### config.mk
export PLATFORM = sky130hd
export DESIGN_NAME = iod_decoder
export DESIGN_NICKNAME = d
export VERILOG_FILES = /design/src/rtl/iod_pkg.sv /design/src/rtl/iod_decoder.sv
export VERILOG_INCLUDE_DIRS = /design/src /design/src/rtl
export SDC_FILE = /design/constraint.sdc
export NUM_CORES = 1
export LEC_CHECK = 0
export CORE_MARGIN = 1.5
export CORE_UTILIZATION = 35
export DETAILED_ROUTE_END_ITERATION = 8
export DONT_BUFFER_PORTS = 1
export PLACE_DENSITY_LB_ADDON = 0.12
export SETUP_SLACK_MARGIN = 0.4
export SLEW_MARGIN = 10
export SYNTH_ARGS = -nofsm -noshare
export SYNTH_HDL_FRONTEND = slang
export SYNTH_SLANG_ARGS = --single-unit
### constraint.sdc
create_clock -name ref_clk -period 40.8 [get_ports ref_clk]
set_input_delay 8.16 -clock ref_clk [delete_from_list [all_inputs] [get_ports ref_clk]]
set_output_delay 8.16 -clock ref_clk [all_outputs]
set_load 0.03 [all_outputs]
### src/rtl/iod_map.svh
// iod_map.svh: offsets, field masks and reset values of the lower I/O register space.
// assumes: included by the decoder; definitions only.
`ifndef IOD_MAP_SVH
`define IOD_MAP_SVH

// address translation
`define IOD_DS_OFFSET     8'h20
`define IOD_EXT_BASE      8'h60
`define IOD_BIT_TOP       6'h1f

// io addresses
`define IOD_PORT_B_OUTPUT_LVL     6'h03
`define IOD_PORT_B_OUTPUT_DIR     6'h04
`define IOD_PORT_B_OUTPUT_OUT     6'h05
`define IOD_PORT_C_OUTPUT_LVL     6'h06
`define IOD_PORT_C_OUTPUT_DIR     6'h07
`define IOD_PORT_C_OUTPUT_OUT     6'h08
`define IOD_PORT_D_OUTPUT_LVL     6'h09
`define IOD_PORT_D_OUTPUT_DIR     6'h0a
`define IOD_PORT_D_OUTPUT_OUT     6'h0b
`define IOD_PORT_A_OUTPUT_LVL     6'h0c
`define IOD_PORT_A_OUTPUT_DIR     6'h0d
`define IOD_PORT_A_OUTPUT_OUT     6'h0e
`define IOD_PULL_CTL      6'h12
`define IOD_TMR0_FLAGS    6'h15
`define IOD_TMR1_FLAGS    6'h16
`define IOD_PCGRP_FLAGS   6'h1b
`define IOD_EXTLN_FLAGS   6'h1c
`define IOD_EXTLN_MASK    6'h1d
`define IOD_SCRATCH0      6'h1e
`define IOD_NVM_CTL       6'h1f
`define IOD_NVM_DATA      6'h20
`define IOD_NVM_ADDR_LO   6'h21
`define IOD_PRESC_CTL     6'h23
`define IOD_TMR0_CTL      6'h25
`define IOD_TMR0_COUNT    6'h26
`define IOD_TMR0_CMP_A    6'h27
`define IOD_TMR0_CMP_B    6'h28
`define IOD_SCRATCH1      6'h2a
`define IOD_SCRATCH2      6'h2b
`define IOD_SER_CTL       6'h2c
`define IOD_SER_STAT      6'h2d
`define IOD_SER_DATA      6'h2e
`define IOD_CMP_CS        6'h30
`define IOD_DBG_DATA      6'h31
`define IOD_SLEEP_CTL     6'h33

// writable field masks
`define IOD_M_FULL        8'hff
`define IOD_M_PORT_A_OUTPUT       8'h0f
`define IOD_M_EXTLN       8'h03
`define IOD_M_NVM_CTL     8'h3f
`define IOD_M_PRESC       8'h81
`define IOD_M_TMR0_CTL    8'h0f
`define IOD_M_SER_STAT    8'h01
`define IOD_M_CMP_RW      8'hcf
`define IOD_M_SLEEP       8'h07

// write-one-to-clear flag masks
`define IOD_F_TMR0        8'h07
`define IOD_F_TMR1        8'h27
`define IOD_F_PCGRP       8'h0f
`define IOD_F_EXTLN       8'h03
`define IOD_F_CMP         8'h10

// read-only status bit positions
`define IOD_CMP_LVL_BIT   5
`define IOD_SER_FLAG_LSB  6

`define IOD_RST_BYTE      8'h00

`endif

### src/rtl/iod_pkg.sv
// iod_pkg: types shared by the I/O space decoder and its surroundings.
// assumes: iod_map.svh supplies the numbers.
`default_nettype none
package iod_pkg;

	typedef enum logic [7:0] {
		iod_op_io_in                  = 8'h01,
		iod_op_io_out                 = 8'h02,
		iod_op_data_space_load        = 8'h04,
		iod_op_data_space_store       = 8'h08,
		iod_op_set_io_bit_instruction = 8'h10,
		iod_op_clr_io_bit_instruction = 8'h20,
		iod_op_skip_if_io_bit_set     = 8'h40,
		iod_op_skip_if_io_bit_clear   = 8'h80
	} iod_op_t;

	typedef struct packed {
		logic        valid;
		iod_op_t     op;
		logic [7:0]  addr;
		logic [2:0]  bit_sel;
		logic [7:0]  wdata;
	} iod_req_t;

	typedef struct packed {
		logic [7:0]  rdata;
		logic        skip;
		logic        hit;
		logic        ext_sel;
		logic        rd_stb;
		logic        wr_stb;
		logic [5:0]  io_addr;
	} iod_rsp_t;

	typedef struct packed {
		logic [7:0]  tmr0;
		logic [7:0]  tmr1;
		logic [7:0]  pcgrp;
		logic [7:0]  extln;
		logic        cmp;
	} iod_evt_t;

	typedef struct packed {
		logic [1:0]  ser_flags;
		logic        cmp_level;
	} iod_stat_t;

	typedef struct packed {
		logic [63:0][7:0] io;
		logic [3:0][7:0]  s1;
		logic [3:0][7:0]  s2;
		logic [3:0][7:0]  s3;
		logic [3:0][7:0]  lvl;
	} iod_state_t;

endpackage : iod_pkg
`default_nettype wire

### src/rtl/iod_decoder.sv
// iod_decoder: lower I/O register space (0x00-0x3f) of an 8-bit core.
// assumes: core on ref_clk drives one request a cycle; events come from
// same-clock peripherals; port pins are asynchronous and are synchronised here.
`timescale 1ns/10ps
`default_nettype none
`include "iod_map.svh"

// Behaviour
// - bit set and clear act only on addresses 0x00 to 0x1F
// - core can test one bit there and skip on set or clear
// - status flags clear on writing one; writing zero leaves them
// - bit set or clear changes only the addressed bit, no other flags
// - short I/O instructions use addresses 0x00 to 0x3F
// - data-space accesses see each register at I/O address plus 0x20
// - range 0x60 to 0xFF reachable only by data-space accesses
module iod_decoder
	import iod_pkg::*;
(
	input  wire logic             ref_clk,
	input  wire logic             sys_rst,
	input  wire logic             clk_en,
	input  wire iod_req_t         req,
	output var iod_rsp_t          rsp,
	input  wire iod_evt_t         evt,
	input  wire iod_stat_t        stat,
	input  wire logic [3:0][7:0]  pins_in,
	output logic [63:0][7:0]      io_regs,
	output logic [3:0][7:0]       pin_level
);

	iod_state_t  st_r;
	iod_state_t  st_nxt;
	logic [5:0]  iaddr;
	logic        sel;
	logic        do_rd;
	logic        do_wr;
	logic        bit_ok;
	logic [7:0]  wm;
	logic [7:0]  wd;
	logic [7:0]  rw;
	logic [7:0]  fl;
	logic [7:0]  cur;
	logic [7:0]  bsel;

	// bits that software may store
	function automatic logic [7:0] rw_mask(input logic [5:0] a);
		logic [7:0] m;
		m = 8'h00;
		case (a)
			`IOD_PORT_B_OUTPUT_DIR, `IOD_PORT_B_OUTPUT_OUT, `IOD_PORT_C_OUTPUT_DIR, `IOD_PORT_C_OUTPUT_OUT,
			`IOD_PORT_D_OUTPUT_DIR, `IOD_PORT_D_OUTPUT_OUT, `IOD_PULL_CTL, `IOD_SCRATCH0,
			`IOD_NVM_DATA, `IOD_NVM_ADDR_LO, `IOD_TMR0_COUNT, `IOD_TMR0_CMP_A,
			`IOD_TMR0_CMP_B, `IOD_SCRATCH1, `IOD_SCRATCH2, `IOD_SER_CTL,
			`IOD_SER_DATA, `IOD_DBG_DATA:
				m = `IOD_M_FULL;
			`IOD_PORT_A_OUTPUT_DIR, `IOD_PORT_A_OUTPUT_OUT:
				m = `IOD_M_PORT_A_OUTPUT;
			`IOD_EXTLN_MASK:
				m = `IOD_M_EXTLN;
			`IOD_NVM_CTL:
				m = `IOD_M_NVM_CTL;
			`IOD_PRESC_CTL:
				m = `IOD_M_PRESC;
			`IOD_TMR0_CTL:
				m = `IOD_M_TMR0_CTL;
			`IOD_SER_STAT:
				m = `IOD_M_SER_STAT;
			`IOD_CMP_CS:
				m = `IOD_M_CMP_RW;
			`IOD_SLEEP_CTL:
				m = `IOD_M_SLEEP;
			default:
				m = 8'h00;
		endcase
		return m;
	endfunction : rw_mask

	// flags that hardware sets and a written one clears
	function automatic logic [7:0] w1c_mask(input logic [5:0] a);
		logic [7:0] m;
		m = 8'h00;
		case (a)
			`IOD_TMR0_FLAGS:
				m = `IOD_F_TMR0;
			`IOD_TMR1_FLAGS:
				m = `IOD_F_TMR1;
			`IOD_PCGRP_FLAGS:
				m = `IOD_F_PCGRP;
			`IOD_EXTLN_FLAGS:
				m = `IOD_F_EXTLN;
			`IOD_CMP_CS:
				m = `IOD_F_CMP;
			default:
				m = 8'h00;
		endcase
		return m;
	endfunction : w1c_mask

	// visible value of one io address
	function automatic logic [7:0] rd_val(
		input iod_state_t s,
		input iod_stat_t  t,
		input logic [5:0] a
	);
		logic [7:0] v;
		v = s.io[a] & (rw_mask(a) | w1c_mask(a));
		if (a == `IOD_PORT_B_OUTPUT_LVL)
		begin
			v = s.lvl[1];
		end
		else if (a == `IOD_PORT_C_OUTPUT_LVL)
		begin
			v = s.lvl[2];
		end
		else if (a == `IOD_PORT_D_OUTPUT_LVL)
		begin
			v = s.lvl[3];
		end
		else if (a == `IOD_PORT_A_OUTPUT_LVL)
		begin
			v = s.lvl[0] & `IOD_M_PORT_A_OUTPUT;
		end
		else if (a == `IOD_SER_STAT)
		begin
			v[`IOD_SER_FLAG_LSB +: 2] = t.ser_flags;
		end
		else if (a == `IOD_CMP_CS)
		begin
			v[`IOD_CMP_LVL_BIT] = t.cmp_level;
		end
		return v;
	endfunction : rd_val

	always_comb
	begin
		st_nxt = st_r;
		iaddr  = 6'h00;
		sel    = 1'b0;
		do_rd  = 1'b0;
		do_wr  = 1'b0;
		bit_ok = 1'b0;
		wm     = 8'h00;
		wd     = 8'h00;
		rsp    = '0;
		bsel   = 8'h01 << req.bit_sel;

		// pins: a change counts once the second and third stage agree
		st_nxt.s1 = pins_in;
		st_nxt.s2 = st_r.s1;
		st_nxt.s3 = st_r.s2;
		for (int p = 0; p < 4; p++)
		begin
			st_nxt.lvl[p] = (st_r.lvl[p] & (st_r.s2[p] ^ st_r.s3[p]))
				| (st_r.s3[p] & ~(st_r.s2[p] ^ st_r.s3[p]));
		end

		if (req.valid)
		begin
			case (req.op)
				iod_op_io_in, iod_op_io_out:
				begin
					// short instructions carry only a 6-bit io address
					sel   = (req.addr[7:6] == 2'b00);
					iaddr = req.addr[5:0];
					do_rd = sel && (req.op == iod_op_io_in);
					do_wr = sel && (req.op == iod_op_io_out);
					wm    = `IOD_M_FULL;
					wd    = req.wdata;
				end
				iod_op_data_space_load, iod_op_data_space_store:
				begin
					if (req.addr >= `IOD_EXT_BASE)
					begin
						rsp.ext_sel = 1'b1;
					end
					else if (req.addr >= `IOD_DS_OFFSET)
					begin
						sel   = 1'b1;
						iaddr = 6'(req.addr - `IOD_DS_OFFSET);
					end
					do_rd = sel && (req.op == iod_op_data_space_load);
					do_wr = sel && (req.op == iod_op_data_space_store);
					wm    = `IOD_M_FULL;
					wd    = req.wdata;
				end
				iod_op_set_io_bit_instruction, iod_op_clr_io_bit_instruction:
				begin
					bit_ok = (req.addr[7:6] == 2'b00) && (req.addr[5:0] <= `IOD_BIT_TOP);
					sel    = bit_ok;
					iaddr  = req.addr[5:0];
					do_wr  = bit_ok;
					// only the addressed bit is in the write mask
					wm     = bsel;
					wd     = (req.op == iod_op_set_io_bit_instruction) ? 8'hff : 8'h00;
				end
				iod_op_skip_if_io_bit_set, iod_op_skip_if_io_bit_clear:
				begin
					bit_ok = (req.addr[7:6] == 2'b00) && (req.addr[5:0] <= `IOD_BIT_TOP);
					sel    = bit_ok;
					iaddr  = req.addr[5:0];
					do_rd  = bit_ok;
				end
				default:
				begin
					sel = 1'b0;
				end
			endcase
		end

		rw  = rw_mask(iaddr);
		fl  = w1c_mask(iaddr);
		cur = rd_val(st_r, stat, iaddr);

		// read side answers in the same cycle
		rsp.hit     = sel;
		rsp.io_addr = iaddr;
		rsp.rd_stb  = do_rd;
		rsp.wr_stb  = do_wr;
		rsp.rdata   = do_rd ? cur : 8'h00;
		if (bit_ok && (req.op == iod_op_skip_if_io_bit_set))
		begin
			rsp.skip = |(cur & bsel);
		end
		else if (bit_ok && (req.op == iod_op_skip_if_io_bit_clear))
		begin
			rsp.skip = ~|(cur & bsel);
		end

		if (do_wr)
		begin
			// reserved bits are outside rw and fl, so they never store
			st_nxt.io[iaddr] = (st_r.io[iaddr] & ~(rw & wm)) | (wd & rw & wm);
			st_nxt.io[iaddr] = st_nxt.io[iaddr] & ~(wd & fl & wm);
		end

		// set wins over a clear in the same cycle
		st_nxt.io[`IOD_TMR0_FLAGS]  = st_nxt.io[`IOD_TMR0_FLAGS]  | (evt.tmr0  & `IOD_F_TMR0);
		st_nxt.io[`IOD_TMR1_FLAGS]  = st_nxt.io[`IOD_TMR1_FLAGS]  | (evt.tmr1  & `IOD_F_TMR1);
		st_nxt.io[`IOD_PCGRP_FLAGS] = st_nxt.io[`IOD_PCGRP_FLAGS] | (evt.pcgrp & `IOD_F_PCGRP);
		st_nxt.io[`IOD_EXTLN_FLAGS] = st_nxt.io[`IOD_EXTLN_FLAGS] | (evt.extln & `IOD_F_EXTLN);
		st_nxt.io[`IOD_CMP_CS]      = st_nxt.io[`IOD_CMP_CS] | ({8{evt.cmp}} & `IOD_F_CMP);
	end

	// clk_en low freezes everything, events included
	always_ff @(posedge ref_clk or posedge sys_rst)
	begin
		if (sys_rst)
		begin
			st_r <= '0;
		end
		else if (clk_en)
		begin
			st_r <= st_nxt;
		end
	end

	assign io_regs   = st_r.io;
	assign pin_level = st_r.lvl;

endmodule : iod_decoder
`default_nettype wire

After elaboration in Yosys (flattened, before gate mapping)
Memories as Yosys holds them, arrays and structs flattened.
Cells that the tools add are included.
{"block": "totals", "ff_bits": 640, "romBits": 1024, "in_bits": 99, "mem_count": 2}
{"block": "op_classes", "addsub": 1, "n_lt_le_gt_ge": 5, "n_eq_ne": 18, "n_shift": 1, "mux": 45, "bitwise_logic": 38, "n_reduce_logical": 19}
{"name": "(no name shown)", "words": 64, "word_bits": 8, "rd": 1, "rd_clocked_by_memory_dff": 0, "wr": 0, "line_no": "iod_decoder.sv:49", "source": "case (a)"}
{"name": "(no name shown)", "words": 64, "word_bits": 8, "rd": 1, "rd_clocked_by_memory_dff": 0, "wr": 0, "line_no": "iod_decoder.sv:49"}
{"op": "bitwise mux 512 bit", "n": 2}
{"op": "2-to-1 mux 392 bit", "n": 1}
{"op": "AND 8 bit", "n": 17}
{"op": "binary-select mux 8 bit (select 6 bit)", "n": 2}
{"op": "2-to-1 mux 8 bit", "n": 10}
{"op": "demux 8 bit (select 6 bit)", "n": 1}
{"op": "NOT 8 bit", "n": 6}
{"op": "bitwise OR 8 bit", "n": 6}
{"op": "case mux 8 bit (2 select lines)", "n": 2}
{"op": "bitwise XOR 8 bit", "n": 4}
{"op": "case mux 6 bit (5 select lines)", "n": 1}
{"op": "== test 6 x 5 -> 1 bit (second input constant)", "n": 4}
{"op": "2-to-1 mux 6 bit", "n": 3}
{"op": "2-to-1 mux 1 bit", "n": 16}
{"op": "== test 6 x 4 -> 1 bit (second input constant)", "n": 2}
{"op": "== test 6 bit (second input constant)", "n": 2}
{"op": "case mux 6 bit (2 select lines)", "n": 1}
{"op": "case mux 1 bit (3 select lines)", "n": 3}
{"op": "== test 8 x 1 -> 1 bit (second input constant)", "n": 1}
{"op": "== test 8 x 2 -> 1 bit (second input constant)", "n": 1}
{"op": "== test 8 x 3 -> 1 bit (second input constant)", "n": 1}
{"op": "== test 8 x 4 -> 1 bit (second input constant)", "n": 1}
{"op": "== test 8 x 5 -> 1 bit (second input constant)", "n": 1}
{"op": "== test 8 x 6 -> 1 bit (second input constant)", "n": 1}
{"op": "27 further kinds", "n": 38}

Depth between registers and ports, before layout
{"block": "logic_depth", "depth_word": 20, "mapped_depth": 30}

Worst setup path before layout
No wires, ideal clock.
{"block": "synth_timing", "kind": "input -> output", "from": "input port req[20] (netlist bit)", "to": "output port rsp[10] (netlist bit)", "arrival_time_ps": 13135, "required_ps": 32640, "path_slack_ps": 19505, "path_stages": 28, "n_path_buf": 10, "cell_sequence": "buf_2 nor4_4 nand3_2 nor3_1 buf_2 o21ai_4 buf_2 buf_6 buf_2 buf_6 buf_4 buf_4 buf_4 buf_4 ha_1 mux2i_1 and2_1 nor3_1 a311oi_1 and2_1 a21oi_1 and2_1 a211oi_1 a21oi_1 o22ai_1 nor4_1 xnor2_1 nor2_1"}
{"element": "start: declaration", "line_no": "iod_decoder.sv:22", "source": "input wire iod_req_t req,"}
{"element": "end: declaration", "line_no": "iod_decoder.sv:23", "source": "output var iod_rsp_t rsp,"}

==> results.txt <==
----------------------------------------------------
[GRT]
  Antenna violations before repair ... 16
  Peak-usage layer in the global routing report ... met2
  Maximum number of pins on one net before global-route repair ... 177
  Overall global routing resource usage ... between 30% and 40%
  Wire length of the first global-routing pass ... 294000 um
  Global-route met1 utilization ... between 40% and 50%
  Met3 Use GR ... 11.84%
  Via count of the first global-routing pass ... between 30000 and 40000
  Total global routing overflow ... 0
  GR Util met2 ... 55.27%

[Timing]
  Final number of max-transition violations ... 0
  Final cycle utilization of the critical path ... 54.18%
  Relative max-transition margin ... around 3.6%
  Sum Neg Setup Slack ... 0 ns
  Min Clock Period, post-route ... between 20 and 25 ns
  Clock Skews ... around 0.049 ns
  Peak Freq ... about 45 MHz
  Worst slew pin tran ... 1.447 ns
  Final setup fails ... 0
  Setup repair after global routing missed its margin ... false
  Hold Violations, Final ... 0

[Power]
  Internal cell power ... between 1 and 1.5 mW
  Total power density per cell area ... just under 40 nW/um^2
  Peak supply drop ... 0.03197 mV
  Reg power frac ... 45.1%
  Logic gate share of total power ... ~7.0%
  Clock group share of total power ... 48.0%
  Static power due to leakage ... between 15 and 20 nW
  Switching component of the power ... ~0.42 mW
  Switching part of the total power ... 27.15%

[Detailed routing]
  Total number of vias ... around 35000
  Routed Antenna Nets ... 0
  Number of violations reported at the end of detailed-routing iteration 0 ... approximately 4500
  # DRC ... 0
  Average wire length per cell after detail routing ... around 39 um
  Via-to-Cell Ratio ... 6.297
  Total length of routed wires ... ~220000 um
  First drt pass iteration count ... 8

[Synthesis]
  Net count after synthesis ... 4802
  Area of the mapped netlist ... ~40000 sq um
  Library cell with the largest summed area after synthesis ... sky130_fd_sc_hd__dfrtp_1
  Main area contributors after synthesis ... sky130_fd_sc_hd__dfrtp_1 40%, sky130_fd_sc_hd__buf_4 11%, sky130_fd_sc_hd__nand2_1 8.0%
  Gate count of the mapped netlist ... about 4700
  Register bit count reported by yosys ... 640
  Distinct cells, synth ... 90
  Number of flops mapped to enable cells by yosys ... 0
  Ys flop type ... sky130_fd_sc_hd__dfrtp_1
  Synthesis warning total ... 0
  Async set-reset flop share out of synthesis ... 100.0%
  Avg Inst Size Synth ... ~8.6 sq um
  Synth top area share ... roughly two fifths
  Fraction of the yosys area taken by sequential cells ... between 30% and 40%

[Placed design]
  Hpwl dp ... 160300 um
  Placed cell area ... 37710 sq um
  Final GP Congestion ... ~1.0
  Count of buffers from port buffering ... 0

[Flow run]
  Number of max-capacitance violations reported ... 0

[Clock network]
  CTS sink cnt ... 640
  Clock buffers created by TritonCTS ... 77
  Clock tree from TritonCTS ... yes
  Number of resized instances in the post-cts repair step ... 0
  Setup Buffers After CTS ... 0
  Worst-path clk slew ... approximately 0.060 ns
  Maximum number of buffers from clock root to sink ... 3
  CTS H-tree lvls ... 3
  Number of hold buffers added after CTS ... 0
  Later-pin clock latency in the skew report ... between 0.7 and 0.8 ns
  Root Buffer ... sky130_fd_sc_hd__clkbuf_16

[Critical path]
  Highest net fanout along the worst path ... 37
  CP Launch Type ... input pin
  Worst reg2reg path endpoint ... io_regs[18]
  Critical R2R Launch ... io_regs[458]
  Arrival time reported for the critical path endpoint ... 13.95 ns
  Sort of element at the end of the critical path ... primary output
  Worst reg-to-reg path cell count ... 13
  Internal reg-to-reg setup slack ... about 34 ns
  Critical path data required time ... around 33 ns
  Classification of the worst setup path ... input pin to primary output

[Floorplanning]
  Total Die Area ... approximately 120000 sq um
  DIE HEIGHT ... 341.6 um
  Core Box Area ... 114000 sq um
  IO Pins ... approximately 660
  Die boundary width ... 341.6 um
  Count of standard-cell rows ... between 100 and 150
  Initial Utilization ... between 30% and 40%

[Cells and area]
  Leading cell type in the layout, fill and taps excluded ... sky130_fd_sc_hd__nand2_1
  Top library cells by usage in the layout, fill and taps aside ... 858 x sky130_fd_sc_hd__nand2_1, 640 x sky130_fd_sc_hd__dfrtp_1, 469 x sky130_fd_sc_hd__o21ai_0
  Share of post-route cells with drive strength above 1 ... a little over an eighth
  Footprint of the multi-input gates ... around 19000 sq um
  Number of filler cells placed in the layout ... 11840
  Non-Filler Cell Area, Final ... 40530 sq um
  FF+latch area ... ~16000 sq um
  Net count of the finished layout ... roughly 4200
  Synthesis-to-finish area growth ... 0.9664%

[Min path]
  Min-delay worst type ... flop to flop
  Hold_sp ... st_r[56]
  Hold Path Stages ... 2

[Status]
  Status ... complete, no violations

----------------------------------------------------
## per-layer routing
metal | up-vias | share of wire (%)
met5 | - | 0.032
met4 | 10 | 5.9
met3 | 567 | 11
met2 | 2252 | 44
met1 | 17780 | 39
li1 | 14810 | -
## worst max path at each step
stage           endpoint  startpoint  depth (start not counted)  slack, ns
3_3_place_gp     rsp[10]     req[24]                         20      18.73
3_5_place_dp     rsp[10]     req[24]                         20      18.79
5_1_grt          rsp[10]     req[24]                         20      18.45
2_1_floorplan  async pin     sys_rst                          1      14.71
6_report         rsp[10]     req[24]                         20      18.69
4_1_cts          rsp[10]     req[24]                         20      18.76
## metrics by stage
stage          hold slack, ns  power (mW)  util, %  worst slack, ns  instances
5_1_grt                0.5134       1.611    35.52            18.45       5614
3_3_place_gp           0.4676      0.8217    33.07            18.73       5473
4_1_cts                0.4913       1.576    35.51            18.76       5612
3_5_place_dp           0.4781      0.8231    33.07            18.79       5473
2_1_floorplan          0.4587      0.7917        -            14.71       4692
6_report               0.4852       1.564    35.54            18.69       5624
## state kept, by name, indices dropped and copies added, names as in the netlist, named ones only
register,cells
st_r,32
io_regs,512
st_nxt,64
## synthesized netlist by cell type, drive strengths merged, types with 8 or more instances
| cell | number |
|---|---|
| a311oi | 8 |
| clkbuf | 191 |
| o221ai | 30 |
| o2111ai | 10 |
| nand2b | 50 |
| ha | 11 |
| o22ai | 97 |
| a32oi | 11 |
| o211ai | 20 |
| nand2 | 860 |
| and3 | 18 |
| mux2 | 200 |
| nand3 | 134 |
| o32ai | 10 |
| or3 | 15 |
| mux4 | 9 |
| inv | 13 |
| mux2i | 176 |
| buf | 670 |
| nand4 | 28 |
| a221oi | 22 |
| o21a | 10 |
| and2 | 20 |
| dfrtp | 640 |
| nor3 | 63 |
| a211oi | 41 |
| nor2b | 15 |
| o31ai | 35 |
| a21oi | 301 |
| a31oi | 51 |
| nor4 | 22 |
| o21ai | 490 |
| nor2 | 263 |
| a22oi | 32 |
## cells by family after synthesis
| kind of cell | Yosys count | synth area share, % |
|---|---|---|
| compound gates | 1256 | 18.96 |
| fa+ha+maj | 11 | 0.3429 |
| flops | 640 | 39.90 |
| buf+inv | 877 | 13.84 |
| xor+xnor | 6 | 0.1309 |
| mux | 385 | 10.50 |
| simple gates | 1517 | 16.32 |
## worst max-delay path, stage by stage
cell	delay (ns)
sky130_fd_sc_hd__nor4_2	0.51
sky130_fd_sc_hd__nand3_1	0.36
sky130_fd_sc_hd__o21ai_2	0.13
sky130_fd_sc_hd__buf_4	0.40
sky130_fd_sc_hd__o21ai_4	0.16
sky130_fd_sc_hd__inv_6	0.43
sky130_fd_sc_hd__buf_4	0.62
sky130_fd_sc_hd__ha_1	0.34
sky130_fd_sc_hd__nor2_1	0.07
sky130_fd_sc_hd__nor3_1	0.38
sky130_fd_sc_hd__a311oi_1	0.14
sky130_fd_sc_hd__and2_1	0.20
sky130_fd_sc_hd__a21oi_1	0.24
sky130_fd_sc_hd__and2_1	0.24
sky130_fd_sc_hd__a211oi_1	0.10
sky130_fd_sc_hd__a21oi_1	0.24
sky130_fd_sc_hd__o22ai_1	0.13
sky130_fd_sc_hd__nor4_1	0.42
sky130_fd_sc_hd__xnor2_1	0.12
sky130_fd_sc_hd__nor2_1	0.51
## power groups by stage
stage | Sequential [mW] | Clock (mW) | Combinational [mW]
2_1_floorplan | 0.683 | 0 | 0.108
3_3_place_gp | 0.716 | 0 | 0.106
3_5_place_dp | 0.716 | 0 | 0.107
4_1_cts | 0.705 | 0.764 | 0.107
5_1_grt | 0.708 | 0.788 | 0.116
6_report | 0.705 | 0.750 | 0.109
## cell type report
cell class,instances,area share [%]
Clock inverter,37,1.479
Multi-Input combinational cell,3175,46.23
Antenna cell,12,0.07410
Timing Repair Buffer,130,2.470
Tap cell,1512,4.668
Inverter,16,0.1791
Sequential cell,640,39.52
Clock buffer,102,5.381
Power figures use the tool's default switching activity.
